--- src/keypad_gpio_pkg.sv ---
// Package with register offsets, field layouts and reset values for the keypad GPIO block.
package keypad_gpio_pkg;
   localparam logic [7:0] OFS_PIN_DATA_UPPER_ROWS = 8'hC4;
   localparam logic [7:0] OFS_DIRECTION_X_LINES = 8'hC6;
   localparam logic [7:0] OFS_DIRECTION_Y_LOW_LINES = 8'hC7;
   localparam logic [7:0] OFS_DIRECTION_Y_HIGH_LINES = 8'hC8;
   localparam logic [7:0] OFS_IRQ_TYPE_X_LINES = 8'hC9;
   localparam logic [7:0] OFS_IRQ_TYPE_Y_LOW_LINES = 8'hCA;
   localparam logic [7:0] OFS_POLARITY_X_LINES = 8'hCF;
   localparam logic [7:0] OFS_POLARITY_Y_LOW_LINES = 8'hD0;
   // Field positions inside the upper-row data register.
   localparam int PIN_VALUE_LSB = 0;
   localparam int PIN_ENABLE_LSB = 8;
   localparam int Y_HIGH_COUNT = 4;
   localparam int LINE_COUNT = 8;
   // Reset values.
   localparam logic [15:0] RST_PIN_DATA_UPPER_ROWS = 16'h0000;
   localparam logic [7:0] RST_DIRECTION_X_LINES = 8'h00;
   localparam logic [7:0] RST_DIRECTION_Y_LOW_LINES = 8'h00;
   localparam logic [3:0] RST_DIRECTION_Y_HIGH_LINES = 4'h8;
   localparam logic [7:0] RST_IRQ_TYPE = 8'h00;
   localparam logic [7:0] RST_POLARITY = 8'hFF;
   // Bits of the data register that exist; the rest are reserved.
   localparam logic [15:0] DATA_WRITABLE_MASK = 16'h0F0F;
endpackage

--- src/keypad_gpio.sv ---
// Keypad pin GPIO: upper-row data, line directions, interrupt sense and polarity.
//
// Contract
// 16-bit data register at 0xC4 serves only Y lines 11 to 8.
// Output Y-high pin drives written data bit ANDed with its mask bit.
// Reading an input Y-high pin returns its level ANDed with its mask.
// Bits 11..8 are per-pin enables for Y lines 11..8, reset zero.
// Bits 3..0 hold pin data for Y lines 11..8, reset zero.
// X line direction register at 0xC6, one means output, reset 0x00.
// Y low direction register at 0xC7, one means output, reset inputs.
// Y high direction register at 0xC8, low four bits, reset 0x08.
// X line interrupt type at 0xC9, zero edge, one level, reset zero.
// Y low interrupt type at 0xCA, zero edge, one level, reset zero.
// Polarity bit: zero low or falling, one high or rising; reset ones.
// Reserved data and direction bits ignore writes and read zero.
// Edge pins latch events on transitions; level pins signal while level persists.
`timescale 1ns/10ps
module keypad_gpio #(
   parameter int X_LINES = 8,
   parameter int Y_LOW_LINES = 8
) (
   input wire logic clk,
   input wire logic reset_n,
   input wire logic ce,
   input wire logic regWrite,
   input wire logic regRead,
   input wire logic [7:0] regAddr,
   input wire logic [15:0] regWrData,
   output logic [15:0] regRdData,
   output logic regRdValid,
   input wire logic [X_LINES-1:0] keyLineXIn,
   output logic [X_LINES-1:0] keyLineXOut,
   output logic [X_LINES-1:0] keyLineXOe,
   input wire logic [X_LINES-1:0] xLineDrive,
   input wire logic [Y_LOW_LINES-1:0] keyLineYLowIn,
   output logic [Y_LOW_LINES-1:0] keyLineYLowOut,
   output logic [Y_LOW_LINES-1:0] keyLineYLowOe,
   input wire logic [Y_LOW_LINES-1:0] yLowDrive,
   input wire logic [3:0] keyLineYHighIn,
   output logic [3:0] keyLineYHighOut,
   output logic [3:0] keyLineYHighOe,
   input wire logic [X_LINES-1:0] xEventClear,
   input wire logic [Y_LOW_LINES-1:0] yLowEventClear,
   output logic [X_LINES-1:0] xEvent,
   output logic [Y_LOW_LINES-1:0] yLowEvent
);
   ////////////////////////////////////////////////////////////////////////////////
   // Register state.
   logic [15:0] pinDataUpperRows;
   logic [X_LINES-1:0] directionXLines;
   logic [Y_LOW_LINES-1:0] directionYLowLines;
   logic [3:0] directionYHighLines;
   logic [X_LINES-1:0] irqTypeXLines;
   logic [Y_LOW_LINES-1:0] irqTypeYLowLines;
   logic [X_LINES-1:0] polarityXLines;
   logic [Y_LOW_LINES-1:0] polarityYLowLines;
   logic [15:0] next_pinDataUpperRows;
   logic [X_LINES-1:0] next_directionXLines;
   logic [Y_LOW_LINES-1:0] next_directionYLowLines;
   logic [3:0] next_directionYHighLines;
   logic [X_LINES-1:0] next_irqTypeXLines;
   logic [Y_LOW_LINES-1:0] next_irqTypeYLowLines;
   logic [X_LINES-1:0] next_polarityXLines;
   logic [Y_LOW_LINES-1:0] next_polarityYLowLines;
   logic [15:0] next_regRdData;
   logic next_regRdValid;
   logic [3:0] yHighData;
   logic [3:0] yHighEnable;
   logic [3:0] yHighReadback;

   assign yHighData = pinDataUpperRows[keypad_gpio_pkg::PIN_VALUE_LSB +: 4];
   assign yHighEnable = pinDataUpperRows[keypad_gpio_pkg::PIN_ENABLE_LSB +: 4];

   // Readback per Y-high pin: inputs show the gated pin, outputs the gated stored bit.
   // masked input read
   always_comb begin
      for (int i = 0; i < keypad_gpio_pkg::Y_HIGH_COUNT; i++) begin
         yHighReadback[i] = yHighEnable[i]
            & (directionYHighLines[i] ? yHighData[i] : keyLineYHighIn[i]);
      end
   end

   ////////////////////////////////////////////////////////////////////////////////
   // Register writes and reads; only listed offsets respond, others read zero.
   always_comb begin
      next_pinDataUpperRows = pinDataUpperRows;
      next_directionXLines = directionXLines;
      next_directionYLowLines = directionYLowLines;
      next_directionYHighLines = directionYHighLines;
      next_irqTypeXLines = irqTypeXLines;
      next_irqTypeYLowLines = irqTypeYLowLines;
      next_polarityXLines = polarityXLines;
      next_polarityYLowLines = polarityYLowLines;
      next_regRdData = regRdData;
      next_regRdValid = regRead;
      if (regWrite) begin
         unique case (regAddr)
            // data register write
            keypad_gpio_pkg::OFS_PIN_DATA_UPPER_ROWS: begin
               // reserved bits dropped
               next_pinDataUpperRows = regWrData & keypad_gpio_pkg::DATA_WRITABLE_MASK;
            end
            // X direction write
            keypad_gpio_pkg::OFS_DIRECTION_X_LINES: begin
               next_directionXLines = regWrData[X_LINES-1:0];
            end
            // Y low direction
            keypad_gpio_pkg::OFS_DIRECTION_Y_LOW_LINES: begin
               next_directionYLowLines = regWrData[Y_LOW_LINES-1:0];
            end
            // Y high direction
            keypad_gpio_pkg::OFS_DIRECTION_Y_HIGH_LINES: begin
               next_directionYHighLines = regWrData[3:0];
            end
            // X sense type
            keypad_gpio_pkg::OFS_IRQ_TYPE_X_LINES: begin
               next_irqTypeXLines = regWrData[X_LINES-1:0];
            end
            // Y low sense type
            keypad_gpio_pkg::OFS_IRQ_TYPE_Y_LOW_LINES: begin
               next_irqTypeYLowLines = regWrData[Y_LOW_LINES-1:0];
            end
            // polarity select
            keypad_gpio_pkg::OFS_POLARITY_X_LINES: begin
               next_polarityXLines = regWrData[X_LINES-1:0];
            end
            keypad_gpio_pkg::OFS_POLARITY_Y_LOW_LINES: begin
               next_polarityYLowLines = regWrData[Y_LOW_LINES-1:0];
            end
            default: begin
            end
         endcase
      end
      if (regRead) begin
         next_regRdData = 16'h0000;
         unique case (regAddr)
            // enables read back, data bits gated
            keypad_gpio_pkg::OFS_PIN_DATA_UPPER_ROWS: begin
               next_regRdData = {4'h0, yHighEnable, 4'h0, yHighReadback};
            end
            keypad_gpio_pkg::OFS_DIRECTION_X_LINES: begin
               next_regRdData[X_LINES-1:0] = directionXLines;
            end
            keypad_gpio_pkg::OFS_DIRECTION_Y_LOW_LINES: begin
               next_regRdData[Y_LOW_LINES-1:0] = directionYLowLines;
            end
            // upper bits zero
            keypad_gpio_pkg::OFS_DIRECTION_Y_HIGH_LINES: begin
               next_regRdData[3:0] = directionYHighLines;
            end
            keypad_gpio_pkg::OFS_IRQ_TYPE_X_LINES: begin
               next_regRdData[X_LINES-1:0] = irqTypeXLines;
            end
            keypad_gpio_pkg::OFS_IRQ_TYPE_Y_LOW_LINES: begin
               next_regRdData[Y_LOW_LINES-1:0] = irqTypeYLowLines;
            end
            keypad_gpio_pkg::OFS_POLARITY_X_LINES: begin
               next_regRdData[X_LINES-1:0] = polarityXLines;
            end
            keypad_gpio_pkg::OFS_POLARITY_Y_LOW_LINES: begin
               next_regRdData[Y_LOW_LINES-1:0] = polarityYLowLines;
            end
            default: begin
            end
         endcase
      end
   end

   // Register bank; the clock enable freezes every bit.
   // reset values
   always_ff @(posedge clk or negedge reset_n) begin
      if (!reset_n) begin
         pinDataUpperRows <= keypad_gpio_pkg::RST_PIN_DATA_UPPER_ROWS;
         directionXLines <= keypad_gpio_pkg::RST_DIRECTION_X_LINES;
         directionYLowLines <= keypad_gpio_pkg::RST_DIRECTION_Y_LOW_LINES;
         directionYHighLines <= keypad_gpio_pkg::RST_DIRECTION_Y_HIGH_LINES;
         irqTypeXLines <= keypad_gpio_pkg::RST_IRQ_TYPE;
         irqTypeYLowLines <= keypad_gpio_pkg::RST_IRQ_TYPE;
         polarityXLines <= keypad_gpio_pkg::RST_POLARITY;
         polarityYLowLines <= keypad_gpio_pkg::RST_POLARITY;
         regRdData <= 16'h0000;
         regRdValid <= 1'b0;
      end else if (ce) begin
         pinDataUpperRows <= next_pinDataUpperRows;
         directionXLines <= next_directionXLines;
         directionYLowLines <= next_directionYLowLines;
         directionYHighLines <= next_directionYHighLines;
         irqTypeXLines <= next_irqTypeXLines;
         irqTypeYLowLines <= next_irqTypeYLowLines;
         polarityXLines <= next_polarityXLines;
         polarityYLowLines <= next_polarityYLowLines;
         regRdData <= next_regRdData;
         regRdValid <= next_regRdValid;
      end
   end

   ////////////////////////////////////////////////////////////////////////////////
   // Pin drivers are registered so the pads never see decode glitches; one cycle late.
   // masked output drive
   always_ff @(posedge clk or negedge reset_n) begin
      if (!reset_n) begin
         keyLineXOut <= '0;
         keyLineXOe <= '0;
         keyLineYLowOut <= '0;
         keyLineYLowOe <= '0;
         keyLineYHighOut <= 4'h0;
         keyLineYHighOe <= 4'h0;
      end else if (ce) begin
         keyLineXOut <= xLineDrive;
         keyLineXOe <= directionXLines;
         keyLineYLowOut <= yLowDrive;
         keyLineYLowOe <= directionYLowLines;
         keyLineYHighOut <= yHighData & yHighEnable;
         keyLineYHighOe <= directionYHighLines;
      end
   end

   ////////////////////////////////////////////////////////////////////////////////
   // Event sensing for X lines and Y lines 7 to 0.
   // X line events
   pin_event_detect #(
      .WIDTH(X_LINES)
   ) xDetect (
      .clk(clk),
      .reset_n(reset_n),
      .ce(ce),
      .pinIn(keyLineXIn),
      .levelType(irqTypeXLines),
      .polarity(polarityXLines),
      .eventClear(xEventClear),
      .eventFlag(xEvent)
   );

   // Y low events
   pin_event_detect #(
      .WIDTH(Y_LOW_LINES)
   ) yLowDetect (
      .clk(clk),
      .reset_n(reset_n),
      .ce(ce),
      .pinIn(keyLineYLowIn),
      .levelType(irqTypeYLowLines),
      .polarity(polarityYLowLines),
      .eventClear(yLowEventClear),
      .eventFlag(yLowEvent)
   );
endmodule

--- src/pin_event_detect.sv ---
// Per-pin edge or level event detector for the keypad lines.
`timescale 1ns/10ps
module pin_event_detect #(
   parameter int WIDTH = 8
) (
   input wire logic clk,
   input wire logic reset_n,
   input wire logic ce,
   input wire logic [WIDTH-1:0] pinIn,
   input wire logic [WIDTH-1:0] levelType,
   input wire logic [WIDTH-1:0] polarity,
   input wire logic [WIDTH-1:0] eventClear,
   output logic [WIDTH-1:0] eventFlag
);
   logic [WIDTH-1:0] sampleNow;
   logic [WIDTH-1:0] samplePrev;
   logic primed;
   logic [WIDTH-1:0] next_eventFlag;
   logic [WIDTH-1:0] rising;
   logic [WIDTH-1:0] falling;
   logic [WIDTH-1:0] edgeHit;
   logic [WIDTH-1:0] levelHit;

   // Edges are trusted from the first real sample on; that sample is compared with the reset zero in samplePrev.
   // edge latch or level
   always_comb begin
      rising = sampleNow & ~samplePrev;
      falling = ~sampleNow & samplePrev;
      edgeHit = primed ? ((polarity & rising) | (~polarity & falling)) : '0;
      levelHit = ~(sampleNow ^ polarity);
      // A new edge wins over a clear arriving in the same cycle.
      next_eventFlag = (levelType & levelHit)
         | (~levelType & ((eventFlag & ~eventClear) | edgeHit));
   end

   // Sample pins and hold flags; the clock enable freezes everything.
   always_ff @(posedge clk or negedge reset_n) begin
      if (!reset_n) begin
         sampleNow <= '0;
         samplePrev <= '0;
         primed <= 1'b0;
         eventFlag <= '0;
      end else if (ce) begin
         sampleNow <= pinIn;
         samplePrev <= sampleNow;
         primed <= 1'b1;
         eventFlag <= next_eventFlag;
      end
   end
endmodule

--- config.mk ---
export PLATFORM = sky130hd
export DESIGN_NAME = keypad_gpio
export DESIGN_NICKNAME = d
export VERILOG_FILES = /design/src/keypad_gpio_pkg.sv /design/src/keypad_gpio.sv /design/src/pin_event_detect.sv
export SDC_FILE = /design/constraint.sdc
export NUM_CORES = 1
export LEC_CHECK = 0
export BUFFER_PORTS_ARGS = -buffer_cell sky130_fd_sc_hd__buf_2
export CAP_MARGIN = 10
export CELL_PAD_IN_SITES_DETAIL_PLACEMENT = 1
export CELL_PAD_IN_SITES_GLOBAL_PLACEMENT = 1
export CORE_MARGIN = 3
export CORE_UTILIZATION = 40
export CTS_CLUSTER_DIAMETER = 50
export DETAILED_ROUTE_END_ITERATION = 6
export PLACE_DENSITY = 0.74
export SLEW_MARGIN = 5
export SYNTH_ARGS = -nofsm -noshare
export SYNTH_HDL_FRONTEND = slang
export SYNTH_SLANG_ARGS = --single-unit
--- constraint.sdc ---
create_clock -name clk -period 1.6 [get_ports clk]
set_input_delay 0.08 -clock clk [delete_from_list [all_inputs] [get_ports clk]]
set_output_delay 0.08 -clock clk [all_outputs]
set_load 0.005 [all_outputs]
Word-level counts from Yosys, hierarchy flattened:

Index checks and enable logic that the tools add are counted.

* register bits: 166
* output and inout port bits: 73
* input port bits: 81

* reductions and logical operators: 9
* equal/unequal tests: 8
* multiplexer cells: 9
* bitwise operators: 39

Operators with widths (number)
* 8-bit AND: 14
* 8-bit NOT: 12
* 8-bit equality test, second input constant: 8
* 8-bit OR: 6
* 4-bit case mux with 8 select lines: 1
* 4-bit case mux with 6 select lines: 1
* 3-bit AND reduction: 8
* 8-bit two-way mux: 2
* 8-bit bitwise XOR: 2
* 1-bit AND: 4
* 4-bit AND: 1
* 1-bit two-way mux: 4
* 4-bit two-way mux: 1
* 2-bit AND reduction: 1

Longest topological paths before layout:

* depth after elaboration: 8
* mapped depth: 7

By module:

From an unflattened synthesis, not the netlist that was laid out.

* cell total of the unflattened synthesis: 574
* area, all modules: 7624.8 µm²

Modules (own cells, without submodules)
* keypad_gpio: instances 1, cells an instance 368, area an instance 4972.3 µm², seq. area each 2849.0 µm²
* pin_event_detect: instances 2, cells an instance 103, area an instance 1326.3 µm², seq. area each 625.6 µm²

Worst setup path after synthesis:

OpenSTA, ideal clock, no wires.

* kind: input port to flip-flop
* start: input regAddr[4]
* end: register irqTypeXLines[0]
* required time: 1.473 ns
* cell stages on the path: 7
* library setup time: 0.127 ns
* data arrival time: 1.562 ns
* slack: -0.089 ns
* cells stage by stage: buf_2 nor4b_4 and3b_1 buf_2 and3_1 buf_6 mux2_1

* cells in the longest elaborated chain, start to end: 2

Ends and longest elaborated chain
* from (decl): RTL line keypad_gpio.sv:27 `input wire logic [7:0] regAddr,`
* 8-bit equality test: RTL line keypad_gpio.sv:97 `unique case (regAddr)`
* 3-bit AND reduction (no line)
* to (signal assigned): RTL line keypad_gpio.sv:177 `irqTypeXLines <= keypad_gpio_pkg::RST_IRQ_TYPE;`
* to (signal assigned): RTL line keypad_gpio.sv:188 `irqTypeXLines <= next_irqTypeXLines;`
* to (decl): RTL line keypad_gpio.sv:53 `logic [X_LINES-1:0] irqTypeXLines;`

Every way passes these cells.
A chain may end at the register's enable or synchronous reset.

Worst setup path in the final report:

* start: register directionYHighLines[3]
* end: register regRdData[3]

* cells in the longest elaborated chain, start to end: 3

Ends and longest elaborated chain
* from (decl): RTL line keypad_gpio.sv:52 `logic [3:0] directionYHighLines;`
* from (signal assigned): RTL line keypad_gpio.sv:176 `directionYHighLines <= keypad_gpio_pkg::RST_DIRECTION_Y_HIGH_LINES;`
* from (signal assigned): RTL line keypad_gpio.sv:187 `directionYHighLines <= next_directionYHighLines;`
* 1-bit two-way mux: RTL line keypad_gpio.sv:79 `& (directionYHighLines[i] ? yHighData[i] : keyLineYHighIn[i]);`
* 1-bit AND: RTL line keypad_gpio.sv:79
* 4-bit case mux with 8 select lines (*): RTL line keypad_gpio.sv:136 `unique case (regAddr)`
* to (signal assigned): RTL line keypad_gpio.sv:192 `regRdData <= next_regRdData;`
* to (decl): RTL line keypad_gpio.sv:29 `output logic [15:0] regRdData,`

Mark *: on every way between the ends. The rest lies on a longest branch, timed or not.

==> summary.md <==
| Metric | Value |
|---|---|
| Initial Util | 0.416 |
| Largest area contributor in the netlist | dfrtp_1 |
| Layout cells sized above 1 | 0.464 |
| Share of synthesized flip-flops with an asynchronous set or reset | 1.00 |
| Final hold slack | 0.0132 ns |
| Post-route design area | 9670 sq um |
| Ys flop type | dfrtp_1 |
| Total CTS buffers | 17 |
| Ant. Diodes | 0 |
| Input/output buffers | 145 |
| Io pins | 154 |
| Setup TNS Final | 0 ns |
| Die span in x | 142 microns |
| Worst Path Arrival | 1.80 ns |
| Crit. End Element | flip-flop |
| Via count | 5800 |
| Core ar. | 17700 sq um |
| Row count | 48 |
| Reg2reg start | directionYHighLines[3] |
| Die Height | 142 microns |
| Register-to-Register Path Depth | 4 |
| CTS H-tree depth | 4 |
| Fmax | 0.674 GHz |
| Final Util | 0.548 |
| Biggest register | regRdData |
| Nets | 898 |
| Worst r2r dst | regRdData[3] |
| CTS Buffer Depth | 2 |
| Flop-to-flop setup slack | 0.12 ns |
| Final hold violations | 0 |
| Initial antenna violation count | 0 |
| Slew Limit Fails | 0 |
| Global-route wire length before repair | 36900 microns |
| Yosys warns | 0 |
| DP Area | 8680 sq um |
| Max reg flops | 12 |
| Number of max-cap violations | 0 |
| LEAKAGE | 4.61 nW |
| Final Skew | 0.00843 ns |
| ANT nets after route | 0 |
| Synthesized area | 7340 sq um |
| GPL Wtd Cong | 0.915 |
| Post-Syn Area per Cell | 12.4 sq um |
| Hold Crit Class | in2reg |
| Min-Delay Path Depth | 3 |
| # clock sinks | 162 |
| CTS root buffer | clkbuf_16 |
| WHS Endpoint | yLowDetect.eventFlag[0] |
| Largest net degree at the start of global routing | 50 |
| Die Area | 20000 sq um |
| Fillers | 1885 |
| DRT iter0 DRCs | 375 |
| CP max FO | 2 |
| Vias in the first global route | 6446 |
| Post-synth EDFFs | 0 |
| Setup violations, final | 0 |
| Pwr Density | 1040 nW/um^2 |
| CP Class | reg2reg |
| Remaining DRCs | 0 |
| Count of cell types in the netlist | 49 |
| Hold path startpoint | yLowEventClear[0] |
| DR WL/cell | 21.9 microns |
| Final critical-path required period | 1.48 ns |
| RSZ-0062 raised after global routing | no |
| Max VDD drop | 0.730 mV |
| Multi-input logic area | 3130 sq um |
| GR Util All Layers | 0.239 |
| Synth top area share | 0.494 |
| Total Wirelength | 23100 microns |
| Clk_lat worst skew | 0.44 ns |
| Cell with the most instances after synthesis | dfrtp_1 |
| Cells after synthesis | 594 |
| CTS tree | yes |
| Pre-CTS setup slack | -0.223 ns |
| GRT overflow | 0 |
| Startpoint types | flip-flop |
| Clock transition at path regs | 0.06 ns |
| Dpl hpwl | 16600 microns |
| Seq cells post-synth | 162 |
| Area contributors post-synth | dfrtp_1 49%, mux2_2 19%, dfstp_2 6.1% |
| Fin crit share | 0.927 |
| Sequential cell area fraction in the yosys report | 0.555 |
| CTS resizes | 0 |
| TritonRoute pass-1 iters | 5 |
| CP required | 1.92 ns |
| Synth cell count leaders | 145 x dfrtp_1, 123 x mux2_2, 45 x nand2_1 |
| Status | completed |
| Fin worst setup slack | 0.116 ns |
| Area delta synth->final | 31.7% |
| Drt via density | 5.50 |
| Register area | 4080 sq um |
-- layout by cell type (no fill, tap or decap), drive strengths merged, types with 10 or more instances in the layout --
cell type,netlist,layout
mux2,131,131
buf,15,194
dfstp,17,17
dlygate4sd3,0,39
nand2,45,45
nor2,29,29
nand2b,13,13
inv,9,14
dfrtp,145,145
o21ai,40,40
clkbuf,17,19
a21oi,10,10
nand3,21,21
a22o,27,27
-- cell type report --
cell class	instances	share of cell area
inverter	9	0.00349
clock inverter	13	0.0153
sequential	162	0.421
clock buffer	19	0.0468
tap	225	0.0291
multi-input combinational	394	0.323
timing repair buffer	233	0.161
-- through the flow --
step	power, mW	cells
detailed placement	5.87	984
global route	10.5	1055
floorplan	5.23	597
global placement	5.77	984
CTS	10.1	1055
finish	10.1	1055
-- cells by family after synthesis --
logic type,count (synthesis),share of synthesized area
muxes,138,0.210
other,1,0.000511
xor gates and xnor gates,3,0.00358
buffers and inverters,41,0.0266
and+or+nand+nor,140,0.102
AOI/OAI and AO/OA,109,0.102
DFF,162,0.555
-- power by group --
part	leakage (nW)	internal, mW	switching, mW
combinational	2.28	0.659	0.563
clock	0.283	2.41	1.81
sequential	2.05	4.40	0.243
total	4.61	7.47	2.62
-- worst max path at each step --
stage                                       from                    end  depth (start not counted)
after floorplan                       regAddr[4]       irqTypeXLines[0]                          7
after global placement                regAddr[3]  directionYLowLines[7]                          6
after detailed placement              regAddr[3]  directionYLowLines[5]                          6
after CTS                 directionYHighLines[3]           regRdData[3]                          4
after global routing      directionYHighLines[3]           regRdData[3]                          4
final                     directionYHighLines[3]           regRdData[3]                          4
-- worst max-delay path: stages (launching register included) --
cell and delay (ns):
dfstp_2 0.54, mux2_2 0.33, a32oi_1 0.20, nand3_1 0.10, a22o_1 0.20
-- metal layers --
metal	vias up	global-route usage	wire length (microns)
li1	2612	-	-
met1	2981	0.304	9330
met2	172	0.413	12000
met3	35	0.0411	1290
met4	0	0.0843	527
met5	-	0	0
-- what timing repair did --
| item | CTS | global route |
|---|---|---|
| setup buffers | 0 | 0 |
| endpoints found under the hold margin | 198 | 0 |
| hold buffers | 39 | 0 |
No activity file was read; power rests on OpenSTA's default activity.
